===== config.mk =====
export PLATFORM = sky130hd
export DESIGN_NAME = sfrpw_top
export DESIGN_NICKNAME = d
export VERILOG_FILES = /design/src/hdl/sfrpw_pkg.sv /design/src/hdl/sfrpw_open_timer.sv /design/src/hdl/sfrpw_top.sv
export SDC_FILE = /design/constraint.sdc
export NUM_CORES = 1
export LEC_CHECK = 0
export BUFFER_PORTS_ARGS = -buffer_cell sky130_fd_sc_hd__buf_2
export CORE_MARGIN = 2
export CORE_UTILIZATION = 38
export CTS_CLUSTER_SIZE = 24
export DETAILED_ROUTE_END_ITERATION = 10
export HOLD_SLACK_MARGIN = 0.08
export PLACE_DENSITY = 0.65
export SYNTH_ARGS = -nofsm -noshare
export SYNTH_HDL_FRONTEND = slang
export SYNTH_SLANG_ARGS = --single-unit

===== constraint.sdc =====
create_clock -name CLK_I -period 5.8 [get_ports CLK_I]
set_clock_uncertainty 0.2 [all_clocks]
set_input_delay 0 -clock CLK_I [delete_from_list [all_inputs] [get_ports CLK_I]]
set_output_delay 0 -clock CLK_I [all_outputs]
set_load 0.02 [all_outputs]

===== src/hdl/sfrpw_pkg.sv =====
package sfrpw_pkg;

  // ****************************************************************
  // bus geometry
  // ****************************************************************
  localparam int ADDR_W = 5;
  localparam int DATA_W = 32;
  localparam int BE_W = 4;

  // ****************************************************************
  // register byte offsets
  // ****************************************************************
  localparam logic [4:0] PAGE_SEL_OFS = 5'h00;
  localparam logic [4:0] PASSWORD_OFS = 5'h04;
  localparam logic [4:0] SLOT_VIEW_OFS = 5'h08;
  localparam logic [4:0] CLOCK_CTRL_OFS = 5'h0C;
  localparam logic [4:0] POWER_CTRL_OFS = 5'h10;

  // ****************************************************************
  // page select fields
  // ****************************************************************
  localparam int OP_MSB = 7;
  localparam int OP_LSB = 6;
  localparam int SLOT_SEL_MSB = 5;
  localparam int SLOT_SEL_LSB = 4;
  localparam int PAGE_RSVD_BIT = 3;
  localparam int PAGE_MSB = 2;
  localparam int PAGE_LSB = 0;
  localparam int PAGE_W = 3;
  localparam int SLOT_SEL_W = 2;
  localparam int SLOT_NUM = 4;
  localparam logic [2:0] PAGE_RST = 3'h0;
  localparam logic [2:0] SLOT_RST = 3'h0;

  // ****************************************************************
  // password register fields and codes
  // ****************************************************************
  localparam int PASS_MSB = 7;
  localparam int PASS_LSB = 3;
  localparam int OPEN_STAT_BIT = 2;
  localparam int MODE_MSB = 1;
  localparam int MODE_LSB = 0;
  localparam logic [4:0] PASS_OPEN = 5'h13;
  localparam logic [4:0] PASS_CLOSE = 5'h15;
  localparam logic [4:0] PASS_MODE = 5'h18;
  localparam logic [1:0] MODE_PROTECT = 2'h3;
  localparam logic [1:0] MODE_RST = 2'h3;

  // ****************************************************************
  // protected and free control fields
  // ****************************************************************
  localparam int FB_DIV_MSB = 3;
  localparam int FB_DIV_LSB = 0;
  localparam int OUT_DIV_MSB = 5;
  localparam int OUT_DIV_LSB = 4;
  localparam int CLKOUT_EN_BIT = 7;
  localparam int PD_BIT = 0;
  localparam int SD_BIT = 1;
  localparam int WDT_BIT = 2;
  localparam int WAKE_MSB = 7;
  localparam int WAKE_LSB = 4;
  localparam logic [3:0] FB_DIV_RST = 4'h0;
  localparam logic [1:0] OUT_DIV_RST = 2'h0;
  localparam logic [3:0] WAKE_RST = 4'h0;
  localparam logic CLKOUT_EN_RST = 1'h0;
  localparam logic PD_RST = 1'h0;
  localparam logic SD_RST = 1'h0;
  localparam logic WDT_RST = 1'h0;

  // ****************************************************************
  // timing
  // ****************************************************************
  localparam int OPEN_WINDOW_CYCLES = 32;
  localparam int OPEN_CNT_W = 6;

  // ****************************************************************
  // bus handshake states
  // ****************************************************************
  typedef enum logic [1:0] {
    SFRPW_BUS_IDLE = 2'b01,
    SFRPW_BUS_ACK = 2'b10
  } sfrpw_bus_state_type;

endpackage


===== src/hdl/sfrpw_open_timer.sv =====
module sfrpw_open_timer (
  input wire logic clk_i,
  input wire logic rst_i,
  input wire logic open_i,
  input wire logic close_i,
  input wire logic bypass_i,
  output logic open_o
);

  logic [sfrpw_pkg::OPEN_CNT_W-1:0] cnt_q;
  logic [sfrpw_pkg::OPEN_CNT_W-1:0] cnt_d;

  // ****************************************************************
  // window counter
  // ****************************************************************
  always_comb begin
    cnt_d = cnt_q;
    if (close_i) begin
      cnt_d = '0;
    // open again restarts
    end else if (open_i) begin
      cnt_d = sfrpw_pkg::OPEN_CNT_W'(sfrpw_pkg::OPEN_WINDOW_CYCLES);
    // automatic close countdown
    end else if (cnt_q != '0) begin
      cnt_d = cnt_q - 1'b1;
    end
  end

  always_ff @(posedge clk_i) begin
    if (rst_i) begin
      cnt_q <= '0;
    end else begin
      cnt_q <= cnt_d;
    end
  end

  always_ff @(posedge clk_i) begin
    if (rst_i) begin
      open_o <= 1'b0;
    end else begin
      open_o <= bypass_i || (cnt_d != '0);
    end
  end

endmodule


===== src/hdl/sfrpw_top.sv =====
// Function
// op 0X writes page directly
// op 10 writes page, saves old
// op 11 restores page from slot
// bit 3 reads zero, write zero
// mode 11: code 10011 opens access
// mode 11: code 10101 closes access
// open/close codes keep mode unchanged
// only code 11000 changes mode
// access closes after 32 cycles
// reopening restarts the 32 count
// dividers, watchdog, powerdown, slowdown protected
// closed: protected dropped, others written
module sfrpw_top (
  input wire logic CLK_I,
  input wire logic RESET_I,
  input wire logic [sfrpw_pkg::ADDR_W-1:0] ADDRESS_I,
  input wire logic READ_I,
  input wire logic WRITE_I,
  input wire logic [sfrpw_pkg::BE_W-1:0] BYTEENABLE_I,
  input wire logic [sfrpw_pkg::DATA_W-1:0] WRITEDATA_I,
  output logic [sfrpw_pkg::DATA_W-1:0] READDATA_O,
  output logic WAITREQUEST_O,
  output logic [sfrpw_pkg::PAGE_W-1:0] PAGE_O,
  output logic ACCESS_OPEN_O,
  output logic [3:0] FEEDBACK_DIVIDER_O,
  output logic [1:0] OUTPUT_DIVIDER_O,
  output logic WATCHDOG_ENABLE_O,
  output logic POWERDOWN_ENABLE_O,
  output logic SLOWDOWN_ENABLE_O,
  output logic CLOCK_OUT_ENABLE_O,
  output logic [3:0] WAKE_CONFIG_O
);

  // ****************************************************************
  // local types
  // ****************************************************************
  typedef logic [sfrpw_pkg::SLOT_SEL_W-1:0] sfrpw_slot_sel_type;

  // ****************************************************************
  // address decode
  // ****************************************************************
  function automatic logic hit(input logic [sfrpw_pkg::ADDR_W-1:0] addr,
                               input logic [sfrpw_pkg::ADDR_W-1:0] ofs);
    hit = (addr == ofs);
  endfunction

  sfrpw_pkg::sfrpw_bus_state_type state_q;
  sfrpw_pkg::sfrpw_bus_state_type state_d;

  logic wr_commit;
  logic rd_capture;
  logic wr_low;
  logic [7:0] wbyte;
  logic bus_req;
  logic clk_ctrl_wr;
  logic pwr_ctrl_wr;

  logic [sfrpw_pkg::PAGE_W-1:0] page_q;
  logic [sfrpw_pkg::PAGE_W-1:0] page_d;
  logic [sfrpw_pkg::PAGE_W-1:0] slot_q [sfrpw_pkg::SLOT_NUM];
  logic [sfrpw_pkg::SLOT_NUM*sfrpw_pkg::PAGE_W-1:0] slot_flat;
  logic [1:0] op;
  logic [sfrpw_pkg::SLOT_SEL_W-1:0] slot_sel;
  logic page_wr;
  logic save_slot;

  logic [1:0] mode_q;
  logic [1:0] mode_d;
  logic [4:0] pass_code;
  logic pass_wr;
  logic open_req;
  logic close_req;
  logic timer_open;
  logic prot_off;

  logic [sfrpw_pkg::DATA_W-1:0] rdata;

  // ****************************************************************
  // bus handshake
  // ****************************************************************
  always_comb begin
    state_d = state_q;
    case (state_q)
      sfrpw_pkg::SFRPW_BUS_IDLE: begin
        if (bus_req) begin
          state_d = sfrpw_pkg::SFRPW_BUS_ACK;
        end
      end
      sfrpw_pkg::SFRPW_BUS_ACK: begin
        state_d = sfrpw_pkg::SFRPW_BUS_IDLE;
      end
      default: begin
        state_d = sfrpw_pkg::SFRPW_BUS_IDLE;
      end
    endcase
  end

  always_ff @(posedge CLK_I) begin
    if (RESET_I) begin
      state_q <= sfrpw_pkg::SFRPW_BUS_IDLE;
    end else begin
      state_q <= state_d;
    end
  end

  always_ff @(posedge CLK_I) begin
    if (RESET_I) begin
      WAITREQUEST_O <= 1'b1;
    end else begin
      WAITREQUEST_O <= (state_d != sfrpw_pkg::SFRPW_BUS_ACK);
    end
  end

  // write lands on the edge that ends the request
  assign wr_commit = WRITE_I && (state_q == sfrpw_pkg::SFRPW_BUS_ACK);
  assign rd_capture = READ_I && (state_q == sfrpw_pkg::SFRPW_BUS_IDLE);
  assign wr_low = wr_commit && BYTEENABLE_I[0];
  assign wbyte = WRITEDATA_I[7:0];
  assign bus_req = READ_I || WRITE_I;

  // ****************************************************************
  // page select and storage slots
  // ****************************************************************
  assign op = wbyte[sfrpw_pkg::OP_MSB:sfrpw_pkg::OP_LSB];
  assign slot_sel = wbyte[sfrpw_pkg::SLOT_SEL_MSB:sfrpw_pkg::SLOT_SEL_LSB];
  assign page_wr = wr_low && hit(ADDRESS_I, sfrpw_pkg::PAGE_SEL_OFS);
  assign save_slot = page_wr && (op == 2'h2);

  always_comb begin
    page_d = page_q;
    if (page_wr) begin
      case (op)
        // restore from chosen slot
        2'h3: begin
          page_d = slot_q[slot_sel];
        end
        // new page, old saved
        2'h2: begin
          page_d = wbyte[sfrpw_pkg::PAGE_MSB:sfrpw_pkg::PAGE_LSB];
        end
        // slot select ignored
        default: begin
          page_d = wbyte[sfrpw_pkg::PAGE_MSB:sfrpw_pkg::PAGE_LSB];
        end
      endcase
    end
  end

  always_ff @(posedge CLK_I) begin
    if (RESET_I) begin
      page_q <= sfrpw_pkg::PAGE_RST;
    end else begin
      page_q <= page_d;
    end
  end

  always_ff @(posedge CLK_I) begin
    if (RESET_I) begin
      PAGE_O <= sfrpw_pkg::PAGE_RST;
    end else begin
      PAGE_O <= page_d;
    end
  end

  generate
    for (genvar i = 0; i < sfrpw_pkg::SLOT_NUM; i++) begin : g_slot
      // previous page into slot
      always_ff @(posedge CLK_I) begin
        if (RESET_I) begin
          slot_q[i] <= sfrpw_pkg::SLOT_RST;
        end else if (save_slot && (slot_sel == sfrpw_slot_sel_type'(i))) begin
          slot_q[i] <= page_q;
        end
      end
      assign slot_flat[i*sfrpw_pkg::PAGE_W +: sfrpw_pkg::PAGE_W] = slot_q[i];
    end
  endgenerate

  // ****************************************************************
  // password and protection mode
  // ****************************************************************
  assign pass_code = wbyte[sfrpw_pkg::PASS_MSB:sfrpw_pkg::PASS_LSB];
  assign pass_wr = wr_low && hit(ADDRESS_I, sfrpw_pkg::PASSWORD_OFS);

  // open code under mode 11
  assign open_req = pass_wr && (mode_q == sfrpw_pkg::MODE_PROTECT)
                    && (pass_code == sfrpw_pkg::PASS_OPEN);
  // close code under mode 11
  assign close_req = (pass_wr && (mode_q == sfrpw_pkg::MODE_PROTECT)
                     && (pass_code == sfrpw_pkg::PASS_CLOSE))
                     || (mode_d != mode_q);

  always_comb begin
    mode_d = mode_q;
    // mode changes only here
    if (pass_wr && (pass_code == sfrpw_pkg::PASS_MODE)) begin
      mode_d = wbyte[sfrpw_pkg::MODE_MSB:sfrpw_pkg::MODE_LSB];
    end
  end

  // open and close codes skip mode
  always_ff @(posedge CLK_I) begin
    if (RESET_I) begin
      mode_q <= sfrpw_pkg::MODE_RST;
    end else begin
      mode_q <= mode_d;
    end
  end

  // ****************************************************************
  // timed access window
  // ****************************************************************
  // any mode but 11 leaves access open
  assign prot_off = (mode_d != sfrpw_pkg::MODE_PROTECT);

  sfrpw_open_timer u_open_timer (
    .clk_i(CLK_I),
    .rst_i(RESET_I),
    .open_i(open_req),
    .close_i(close_req),
    .bypass_i(prot_off),
    .open_o(timer_open)
  );

  assign ACCESS_OPEN_O = timer_open;

  // ****************************************************************
  // protected and free clock controls
  // ****************************************************************
  assign clk_ctrl_wr = wr_low && hit(ADDRESS_I, sfrpw_pkg::CLOCK_CTRL_OFS);

  // feedback divider needs open access
  always_ff @(posedge CLK_I) begin
    if (RESET_I) begin
      FEEDBACK_DIVIDER_O <= sfrpw_pkg::FB_DIV_RST;
    end else if (clk_ctrl_wr && timer_open) begin
      FEEDBACK_DIVIDER_O <= wbyte[sfrpw_pkg::FB_DIV_MSB:sfrpw_pkg::FB_DIV_LSB];
    end
  end

  // output divider needs open access
  always_ff @(posedge CLK_I) begin
    if (RESET_I) begin
      OUTPUT_DIVIDER_O <= sfrpw_pkg::OUT_DIV_RST;
    end else if (clk_ctrl_wr && timer_open) begin
      OUTPUT_DIVIDER_O <= wbyte[sfrpw_pkg::OUT_DIV_MSB:sfrpw_pkg::OUT_DIV_LSB];
    end
  end

  // free bit written regardless
  always_ff @(posedge CLK_I) begin
    if (RESET_I) begin
      CLOCK_OUT_ENABLE_O <= sfrpw_pkg::CLKOUT_EN_RST;
    end else if (clk_ctrl_wr) begin
      CLOCK_OUT_ENABLE_O <= wbyte[sfrpw_pkg::CLKOUT_EN_BIT];
    end
  end

  // ****************************************************************
  // protected and free power controls
  // ****************************************************************
  assign pwr_ctrl_wr = wr_low && hit(ADDRESS_I, sfrpw_pkg::POWER_CTRL_OFS);

  // powerdown needs open access
  always_ff @(posedge CLK_I) begin
    if (RESET_I) begin
      POWERDOWN_ENABLE_O <= sfrpw_pkg::PD_RST;
    end else if (pwr_ctrl_wr && timer_open) begin
      POWERDOWN_ENABLE_O <= wbyte[sfrpw_pkg::PD_BIT];
    end
  end

  // slowdown needs open access
  always_ff @(posedge CLK_I) begin
    if (RESET_I) begin
      SLOWDOWN_ENABLE_O <= sfrpw_pkg::SD_RST;
    end else if (pwr_ctrl_wr && timer_open) begin
      SLOWDOWN_ENABLE_O <= wbyte[sfrpw_pkg::SD_BIT];
    end
  end

  // watchdog enable needs open access
  always_ff @(posedge CLK_I) begin
    if (RESET_I) begin
      WATCHDOG_ENABLE_O <= sfrpw_pkg::WDT_RST;
    end else if (pwr_ctrl_wr && timer_open) begin
      WATCHDOG_ENABLE_O <= wbyte[sfrpw_pkg::WDT_BIT];
    end
  end

  // free bits written regardless
  always_ff @(posedge CLK_I) begin
    if (RESET_I) begin
      WAKE_CONFIG_O <= sfrpw_pkg::WAKE_RST;
    end else if (pwr_ctrl_wr) begin
      WAKE_CONFIG_O <= wbyte[sfrpw_pkg::WAKE_MSB:sfrpw_pkg::WAKE_LSB];
    end
  end

  // ****************************************************************
  // read mux
  // ****************************************************************
  always_comb begin
    rdata = '0;
    case (1'b1)
      hit(ADDRESS_I, sfrpw_pkg::PAGE_SEL_OFS): begin
        // reserved bit and write-only fields read 0
        rdata[sfrpw_pkg::PAGE_MSB:sfrpw_pkg::PAGE_LSB] = page_q;
      end
      hit(ADDRESS_I, sfrpw_pkg::PASSWORD_OFS): begin
        rdata[sfrpw_pkg::OPEN_STAT_BIT] = timer_open;
        rdata[sfrpw_pkg::MODE_MSB:sfrpw_pkg::MODE_LSB] = mode_q;
      end
      hit(ADDRESS_I, sfrpw_pkg::SLOT_VIEW_OFS): begin
        rdata[sfrpw_pkg::SLOT_NUM*sfrpw_pkg::PAGE_W-1:0] = slot_flat;
      end
      hit(ADDRESS_I, sfrpw_pkg::CLOCK_CTRL_OFS): begin
        rdata[sfrpw_pkg::FB_DIV_MSB:sfrpw_pkg::FB_DIV_LSB] = FEEDBACK_DIVIDER_O;
        rdata[sfrpw_pkg::OUT_DIV_MSB:sfrpw_pkg::OUT_DIV_LSB] = OUTPUT_DIVIDER_O;
        rdata[sfrpw_pkg::CLKOUT_EN_BIT] = CLOCK_OUT_ENABLE_O;
      end
      hit(ADDRESS_I, sfrpw_pkg::POWER_CTRL_OFS): begin
        rdata[sfrpw_pkg::PD_BIT] = POWERDOWN_ENABLE_O;
        rdata[sfrpw_pkg::SD_BIT] = SLOWDOWN_ENABLE_O;
        rdata[sfrpw_pkg::WDT_BIT] = WATCHDOG_ENABLE_O;
        rdata[sfrpw_pkg::WAKE_MSB:sfrpw_pkg::WAKE_LSB] = WAKE_CONFIG_O;
      end
      default: begin
        rdata = '0;
      end
    endcase
  end

  // unmapped addresses read zero
  always_ff @(posedge CLK_I) begin
    if (RESET_I) begin
      READDATA_O <= '0;
    end else if (rd_capture) begin
      READDATA_O <= rdata;
    end
  end

endmodule


# Word level (Yosys, flattened, before mapping)

Memories as Yosys holds them, arrays and structs flattened.
Cells that the tools add are included.

RAM bits: 12
Word-level logic and storage cells: 115
Memories: 1
Output and inout port bits: 51
Input port bits: 45
Bits in registers: 41

Reduce and logical (&&, ||, !) cells: 25
Equal/unequal tests: 18
Add/sub/neg operators: 1
Mux-type cells: 52
Bitwise gates (word level): 4

Memory list:

| name   | words | bits a word | read ports | clocked after memory_dff | write ports | line            | RTL |
|---|---|---|---|---|---|---|---|
| slot_q | 4     | 3           | 5          | 0                        | 4           | sfrpw_top.sv:61 | `logic [sfrpw_pkg::PAGE_W-1:0] slot_q [sfrpw_pkg::SLOT_NUM];` |

Operator list:

| cell                  | number |
|---|---|
| $mux W3               | 10 |
| $mux W1               | 28 |
| $eq A5 B5 Y1 const B  | 4 |
| $logic_and A1 B1 Y1   | 18 |
| $mux W6               | 3 |
| $mux W2               | 8 |
| $eq A2 B2 Y1 const B  | 6 |
| $mux W4               | 3 |
| $reduce_bool A6 Y1    | 2 |
| $eq A5 B4 Y1 const B  | 2 |
| $sub A6 B1 Y6 const B | 1 |
| $eq A5 B3 Y1 const B  | 1 |
| $logic_not A5 Y1      | 1 |
| $eq A2 B1 Y1 const B  | 2 |
| $ne A2 B2 Y1 const B  | 2 |
| $or A1 B1 Y1          | 4 |
| $logic_or A1 B1 Y1    | 3 |
| $logic_not A2 Y1      | 1 |
| $ne A2 B2 Y1          | 1 |

# Longest topological paths before layout

Gate-level depths: netlist (run 1).

Depth after elaboration: 11
Gate-level depth with buffers: 7
Depth with buffers taken out: 7

# Cells and area by module

From an unflattened synthesis (run 1), not the netlist that was laid out.

Cell total of the unflattened synthesis: 299
Area total of the unflattened synthesis: 2790.2 µm²

By module, submodules not included:

| module           | cells an instance | instances | sequential area each (µm²) | area an instance (µm²) |
|---|---|---|---|---|
| sfrpw_top        | 253               | 1         | 1041.0                     | 2379.8 |
| sfrpw_open_timer | 46                | 1         | 140.1                      | 410.4 |

# Least setup slack after synthesis (run 1)

No wires, ideal clock.

Path type: flip-flop to flip-flop
From: reg u_open_timer.cnt_q[0] in the netlist's numbering
To: reg u_open_timer.open_o
Data required time: 5468 ps
Data arrival time: 1499 ps
Library setup time: 132 ps
Setup slack: 3969 ps
Cell stages (with the launch flop): 8
Clock period less this slack: 1831 ps
Path buffers: 0
Cell sequence: dfxtp_1 -> inv_1 -> ha_1 -> nor3b_1 -> nand2_1 -> mux2i_1 -> o31ai_1 -> a21oi_1

Word-level cells in the longest chain between the ends: 6
Elaborated cells between the ends (all ways): 7
Classes of those cells: add/sub (1); mux (3); reduce/logical (3)

Ends and longest elaborated chain:

| element                                                    | line                                           | RTL |
|---|---|---|
| start, declared                                            | sfrpw_open_timer.sv:10                         | `logic [sfrpw_pkg::OPEN_CNT_W-1:0] cnt_q;` |
| start signal, assigned                                     | sfrpw_open_timer.sv:33                         | `cnt_q <= cnt_d;` |
| $sub A6 B1 Y6 / $reduce_bool A6 Y1 (equally long branches) | sfrpw_open_timer.sv:25, sfrpw_open_timer.sv:24 |  |
| $mux W6 (*)                                                | sfrpw_open_timer.sv:24                         | `end else if (cnt_q != '0) begin` |
| $mux W6 (*)                                                | sfrpw_open_timer.sv:21                         | `end else if (open_i) begin` |
| $mux W6 (*)                                                | sfrpw_open_timer.sv:18                         | `if (close_i) begin` |
| $reduce_bool A6 Y1 (*)                                     | sfrpw_open_timer.sv:41                         | `open_o <= bypass_i \|\| (cnt_d != '0);` |
| $logic_or A1 B1 Y1 (*)                                     | sfrpw_open_timer.sv:41                         |  |
| end signal, assigned                                       | sfrpw_open_timer.sv:41                         |  |
| end, declared                                              | sfrpw_open_timer.sv:7                          | `output logic open_o` |

Mark *: on every way between the ends. The rest lies on a longest branch, timed or not.
A chain may end at the register's enable or synchronous reset.

# Worst setup path after layout (run 1)

From: in ADDRESS_I[4] in the netlist's numbering
To: reg mode_q[0]

Word-level cells in the longest chain between the ends: 4

Ends and longest elaborated chain:

| element              | line             | RTL |
|---|---|---|
| start, declared      | sfrpw_top.sv:17  | `input wire logic [sfrpw_pkg::ADDR_W-1:0] ADDRESS_I,` |
| $eq A5 B3 Y1         | sfrpw_top.sv:45  | `hit = (addr == ofs);` |
| $logic_and A1 B1 Y1  | sfrpw_top.sv:184 | `assign pass_wr = wr_low && hit(ADDRESS_I, sfrpw_pkg::PASSWORD_OFS);` |
| $logic_and A1 B1 Y1  | sfrpw_top.sv:197 | `if (pass_wr && (pass_code == sfrpw_pkg::PASS_MODE)) begin` |
| $mux W2              | sfrpw_top.sv:197 |  |
| end signal, assigned | sfrpw_top.sv:205 | `mode_q <= sfrpw_pkg::MODE_RST;` |
| end signal, assigned | sfrpw_top.sv:207 | `mode_q <= mode_d;` |
| end, declared        | sfrpw_top.sv:68  | `logic [1:0] mode_q;` |

No other way between the ends.

==> impl_metrics.csv, run 1 <==
group,metric,value,unit
run_status,status,"completed",
power,switching_power,300,uW
critical_path,critPathKind,"in2reg",
place,dpl.cell_count,421,
synthesis,synthCells,294,
power,vdd_drop_max,0.141,mV
global_route,grt_pass1_wl,10700,um
critical_path,cpPeakStageDelay,0.60,ns
sta,worst_pin_slew,0.714,ns
global_route,grt.total_usage,17.6,%
power,pwr-share-clk,22.0,%
critical_path,end_kind,"flip-flop",
critical_path,regToRegEndpoint,"mode_q[0]",
detailed_routing,top_layer_used,"met4",
sta,period_minus_slack,3.07,ns
detailed_routing,wl_met1,2880,um
power,sw_frac_of_total,33.4,%
sta,fin_setup_tns,0,ns
place,globalplace.congestion,0.801,
layout,area_delta_synth_final,17.7,%
power,p_leak,1.50,nW
floorplanning,initial_core_util,39.7,%
sta,final.setup.worst_slack,2.73,ns
clocking,cts_buffer_depth,2,
power,power_frac_comb,28.7,%
critical_path,cpLargestDelayFamily,"buffers and inverters",
critical_path,cp.buffers_inverters,4,
global_route,antenna_found_initial,0,
synthesis,synth-seq-area-share,43.3,%
detailed_routing,drtIter0Drc,145,
place,portBuffers,48,
place,post-place-ws,3.57,ns
synthesis,synth_top_area_share,30.1,%
synthesis,ys_ff_latch,53,
sta,rsz0062_at_grt,"false",
critical_path,path_common_cell,"dlygate4sd3_1",
floorplanning,die_w,88.7,um
job,maxCapViolCount,0,
layout,fin_area,0.00321,mm^2
critical_path,cp_slowest_cell,"nor3_2",
layout,finalNonFillerCells,449,
floorplanning,die_area,0.00787,mm^2
layout,seqCellArea,0.00118,mm^2
layout,drive_above_1_share,19.3,%
global_route,grt_max_degree,32,
layout,fin_util,46.7,%
synthesis,yosysWarnings,0,
min_path,hold_end,"PAGE_O[0]",
layout,multi_input_area,0.00135,mm^2
critical_path,start_kind,"primary input",
min_path,hp-start,"ADDRESS_I[2]",
clocking,clk_pin_slew_worst_paths,0.09,ns
layout,layout.nets,399,
clocking,cts_tree,"done",
detailed_routing,drc,0,
clocking,cts.htree.levels,2,
synthesis,syn-cell-area,0.00273,mm^2
synthesis,yosysMostFrequentCell,"dfxtp_1",
clocking,clock-root-buffer,"clkbuf_8",
critical_path,r2r_cells,7,
clocking,cts_sinks,53,
detailed_routing,ant_nets,0,
sta,relSlewSlack,52.1,%
synthesis,synth.top_cells.by_area,"dfxtp_1 (30%), edfxtp_1 (13%), mux2i_1 (5.9%), buf_4 (5.8%), nor2_1 (4.3%)",
floorplanning,rows,30,
detailed_routing,avgViaCountPerCell,5.09,
critical_path,worstReg2RegStart,"state_q[0]",
synthesis,synth-edff-count,12,
synthesis,avgSynthCellArea,9.28,um^2
synthesis,async_reset_ff_share,0,%
floorplanning,coreArea,0.00687,mm^2
critical_path,arrival,3.11,ns
critical_path,cp.required,5.85,ns
floorplanning,die_h,88.7,um
floorplanning,io_pins,96,
global_route,grt_pass1_vias,2214,
synthesis,ys_types,49,
detailed_routing,drt-pass1-iter-count,4,
detailed_routing,wl_met2,3340,um
synthesis,synth-main-ff-cell,"dfxtp_1",
detailed_routing,wl,6580,um
sta,finalMaxSlewViolations,0,
global_route,grt.overflow.total,0,
min_path,holdPathStages,5,
detailed_routing,avgRoutedWirePerCell,14.7,um
sta,hold_viol,0,
detailed_routing,dr_wl_met3,271,um
synthesis,synth_common_cells,"dfxtp_1 (41), nor2_1 (31), nand2_1 (26), buf_4 (21), and3_1 (18)",
power,p_int,599,uW
critical_path,regToRegSetupSlack,2.87,ns
detailed_routing,vias,2286,
layout,n_antenna_cell,0,
power,finalPower,899,uW
sta,hold_ws,0.0858,ns
synthesis,synth_top_area_cell,"dfxtp_1",
sta,finalSetupViolCount,0,
min_path,hold_path.class,"in2reg",
sta,period_share,52.9,%
place,dp.final_hpwl,4830,um
place,placed_cell_area,0.00293,mm^2
layout,nFillCells,670,
clocking,insertion_delay,0.30,ns
sta,clock.fmax,0.326,GHz
power,power.density,280,mW/mm^2
critical_path,critPathMaxFanout,11,
critical_path,crit_chain,"dlygate4sd3_1 > buf_2 > nor3_2 > nand3_4 > nor3b_4 > nand2_1 > dlygate4sd3_1 > o211ai_1 > dlygate4sd3_1",
clocking,cts_made_buffers,5,
power,p_seq_share,49.3,%
per-layer routing:
metal	GRT usage, %	vias to the layer above
li1	-	1122
met1	22.1	1100
met2	30.5	57
met3	3.17	7
met4	5.23	0
met5	0	-
how the worst max path moves through the flow:
stage | startpoint | to | cells past startpoint
after floorplan | u_open_timer.cnt_q[0] | u_open_timer.open_o | 7
after global placement | state_q[0] | slot_q[0][0] | 4
after detailed placement | state_q[0] | slot_q[1][0] | 5
after CTS | ADDRESS_I[4] | mode_q[0] | 9
after global routing | ADDRESS_I[1] | mode_q[0] | 9
final | ADDRESS_I[4] | mode_q[0] | 9
power by group through the flow:
stage | sequential [mW] | combinational, mW | clock, mW
5_1_grt | 0.450 | 0.290 | 0.220
2_1_floorplan | 0.453 | 0.199 | 0
4_1_cts | 0.443 | 0.258 | 0.205
3_3_place_gp | 0.451 | 0.243 | 0
3_5_place_dp | 0.452 | 0.248 | 0
6_report | 0.443 | 0.258 | 0.198
logic make-up (layout without fill, tap and decap cells):
logic type	Yosys count	count (layout)	share of synthesized area, %
mux	22	22	9.59
compound gates	49	49	11.6
fa+ha+maj	2	2	0.917
buf+inv	45	85	9.68
other cells	1	20	0.137
flops	53	53	43.3
simple gates	118	118	23.5
xor+xnor	4	4	1.28
worst min-delay path: cells and delay by family:
kind / cells / cell delay [ns]
buffers and inverters: 1 / 0.16
AOI/OAI and AO/OA: 1 / 0.09
and+or+nand+nor: 3 / 0.30
area by class of cell:
class | instances | share of cell area (%)
Timing Repair Buffer | 68 | 13.7
Inverter | 9 | 1.05
Tap cell | 96 | 3.74
Multi-Input combinational cell | 215 | 42.2
Clock inverter | 3 | 0.390
Sequential cell | 53 | 36.8
Clock buffer | 5 | 2.14
sequential cells by signal, summed over array words and instances (netlist names):
name                 flops
READDATA_O              12
CLOCK_OUT_ENABLE_O       1
WAKE_CONFIG_O            4
POWERDOWN_ENABLE_O       1
u_open_timer.open_o      1
PAGE_O                   3
OUTPUT_DIVIDER_O         2
SLOWDOWN_ENABLE_O        1
WAITREQUEST_O            1
state_q                  2
WATCHDOG_ENABLE_O        1
slot_q                  12
mode_q                   2
u_open_timer.cnt_q       6
FEEDBACK_DIVIDER_O       4
repair_timing:
| action | CTS | global route |
|---|---|---|
| buffers inserted | 0 | 0 |
| resized for setup | 0 | 0 |
| hold buffers | 20 | 0 |
| endpoints found under the hold margin | 35 | 0 |
cells in the final DEF, fill, tap and decap left out, types with 2 or more instances in the layout:
master | netlist | layout
buf_2 | 6 | 48
dfxtp_1 | 41 | 41
nor2_1 | 31 | 31
nand2_1 | 26 | 26
conb_1 | 1 | 20
dlygate4sd3_1 | 0 | 20
and3_1 | 18 | 18
mux2i_1 | 16 | 16
a21oi_1 | 16 | 16
edfxtp_1 | 12 | 12
o21ai_0 | 11 | 11
nand3_1 | 10 | 10
inv_1 | 9 | 9
nor3_1 | 9 | 9
a221oi_1 | 7 | 7
clkbuf_8 | 0 | 5
o211ai_1 | 4 | 4
xor2_1 | 3 | 3
mux2_2 | 3 | 3
a22o_1 | 3 | 3
mux4_2 | 3 | 3
and4b_1 | 2 | 2
nand3_2 | 2 | 2
a21o_1 | 2 | 2
nor3b_1 | 2 | 2
a211oi_1 | 2 | 2
nand3b_1 | 2 | 2
nor4_1 | 2 | 2
nor4b_1 | 2 | 2
ha_1 | 2 | 2
clkinv_1 | 0 | 2
Note: power is estimated with default switching activity, not from simulation.
==> inputs of run 2 (changes only) <==
==> constraint.sdc (replaced) <==
create_clock -name CLK_I -period 2.9 [get_ports CLK_I]
set_clock_uncertainty 0.2 [all_clocks]
set_input_delay 0 -clock CLK_I [delete_from_list [all_inputs] [get_ports CLK_I]]
set_output_delay 0 -clock CLK_I [all_outputs]
set_load 0.02 [all_outputs]
==> impl_metrics.csv, run 2 (synthesis gave the netlist of run 1 again) <==
group,metric,value,unit
detailed_routing,avgViaCountPerCell,5.05,
critical_path,r2r_cells,5,
layout,fin_area,0.00325,mm^2
min_path,holdPathStages,5,
detailed_routing,drtIter0Drc,142,
sta,final.setup.worst_slack,0.694,ns
detailed_routing,vias,2264,
critical_path,regToRegEndpoint,"slot_q[1][2]",
clocking,cts_made_buffers,5,
layout,top_regs,"READDATA_O x12, slot_q x12, u_open_timer.cnt_q x6",
sta,fin_setup_tns,0,ns
sta,period_minus_slack,2.21,ns
detailed_routing,avgRoutedWirePerCell,14.5,um
place,globalplace.congestion,0.808,
sta,hold_viol,0,
critical_path,end_kind,"flip-flop",
clocking,cts_buffer_depth,2,
place,portBuffers,48,
job,maxCapViolCount,0,
critical_path,cp_slowest_cell,"dlygate4sd3_1",
floorplanning,coreArea,0.00687,mm^2
clocking,clk_pin_slew_worst_paths,0.09,ns
floorplanning,io_pins,96,
detailed_routing,ant_nets,0,
layout,drive_above_1_share,20.5,%
place,placed_cell_area,0.00294,mm^2
global_route,grt.total_usage,17.2,%
detailed_routing,top_layer_used,"met4",
layout,seqCellArea,0.00118,mm^2
global_route,grt_pass1_wl,10500,um
critical_path,worstReg2RegStart,"state_q[0]",
layout,multi_input_area,0.00135,mm^2
layout,mostFrequentLayoutCell,"buf_2",
sta,worst_pin_slew,0.528,ns
place,dpl.cell_count,423,
floorplanning,die_h,88.7,um
layout,final_cell_mix,"buf_2 (48), dfxtp_1 (41), nor2_1 (31)",
detailed_routing,wl_met1,2860,um
layout,n_antenna_cell,0,
place,post-place-ws,0.718,ns
global_route,grt_pass1_vias,2144,
critical_path,arrival,2.03,ns
min_path,hold_end,"CLOCK_OUT_ENABLE_O",
critical_path,regToRegSetupSlack,0.70,ns
detailed_routing,drc,0,
power,power.density,614,mW/mm^2
power,vdd_drop_max,0.299,mV
run_status,status,"completed",
clocking,cts_resized,0,
critical_path,start_kind,"primary input",
floorplanning,die_area,0.00787,mm^2
sta,period_share,76.1,%
critical_path,critPathMaxFanout,9,
floorplanning,die_w,88.7,um
sta,relSlewSlack,64.6,%
clocking,cts_tree,"done",
min_path,hp-start,"BYTEENABLE_I[0]",
global_route,grt_max_degree,31,
sta,clock.fmax,0.453,GHz
clocking,cts.htree.levels,2,
clocking,insertion_delay,0.31,ns
power,p_leak,1.53,nW
detailed_routing,wl,6470,um
detailed_routing,dr_wl_met3,283,um
detailed_routing,drt-pass1-iter-count,4,
floorplanning,initial_core_util,39.7,%
layout,finalNonFillerCells,448,
sta,finalMaxSlewViolations,0,
layout,area_delta_synth_final,19.1,%
clocking,clock-root-buffer,"clkbuf_8",
sta,rsz0062_at_grt,"false",
min_path,hold_path.class,"in2reg",
layout,nFillCells,697,
place,dp.final_hpwl,4770,um
global_route,antenna_found_initial,0,
critical_path,crit_chain,"dlygate4sd3_1 > buf_2 > nor3_2 > nand3_2 > nor3b_2 > nand2_1 > nand2_1",
critical_path,path_common_cell,"nand2_1",
global_route,grt.overflow.total,0,
critical_path,cpPeakStageDelay,0.53,ns
floorplanning,rows,30,
detailed_routing,wl_met2,3290,um
clocking,cts_sinks,53,
critical_path,cp.required,2.73,ns
sta,finalSetupViolCount,0,
critical_path,critPathKind,"in2reg",
layout,layout.nets,398,
run 2: cell count changes in the layout (fill, tap and decap cells not counted), sizes merged:
cell,previous run,this run
buf,48,50
bufinv,0,2
dlygate4sd3,20,17
clkinv,3,1
run 2: critical path: cells and delay by family:
kind          cells  cell delay (ns)
buf+inv           2             0.66
simple gates      5             1.37
run 2: worst max-delay path by stage:
stage | end | startpoint | slack (ns) | depth (start not counted)
after floorplan | u_open_timer.open_o | u_open_timer.cnt_q[0] | 1.07 | 7
final | slot_q[1][2] | ADDRESS_I[4] | 0.69 | 7
after global routing | slot_q[1][0] | ADDRESS_I[4] | 0.48 | 7
after CTS | slot_q[1][2] | ADDRESS_I[4] | 0.69 | 7
after detailed placement | slot_q[0][0] | state_q[0] | 0.72 | 4
after global placement | slot_q[0][0] | state_q[0] | 0.73 | 4
run 2: final cells by class:
cell class                      count  area share (%)
Clock inverter                      3            2.00
Tap cell                           96            3.70
Inverter                            9            1.04
Multi-Input combinational cell    215            41.7
Sequential cell                    53            36.4
Clock buffer                        5            2.12
Timing Repair Buffer               67            13.1
run 2: per-layer routing:
metal	up-vias	GRT usage (%)
met5	-	0
met4	0	4.41
met3	5	2.99
met2	59	29.8
met1	1075	22.0
li1	1125	-
run 2: through the flow:
stage / power, mW / hold slack, ns / util, %
5_1_grt: 2.10 / 0.271 / 47.3
6_report: 2.00 / 0.219 / 47.3
3_3_place_gp: 1.39 / 0.0347 / 42.9
2_1_floorplan: 1.30 / -0.0996 / -
4_1_cts: 2.01 / 0.219 / 47.3
3_5_place_dp: 1.40 / 0.0333 / 42.9
run 2: power by group:
part | leakage [nW] | total, mW | internal, mW | switching, mW
clock network | 0.0681 | 0.588 | 0.343 | 0.245
logic | 1.01 | 0.518 | 0.219 | 0.299
registers | 0.458 | 0.889 | 0.818 | 0.0715
run 2: timing repair:
item | 4_1_cts | 5_1_grt
endpoints found under the hold margin | 39 | 0
setup endpoints to repair | 0 | 0
setup buffers | 0 | 0
hold buffers | 17 | 0
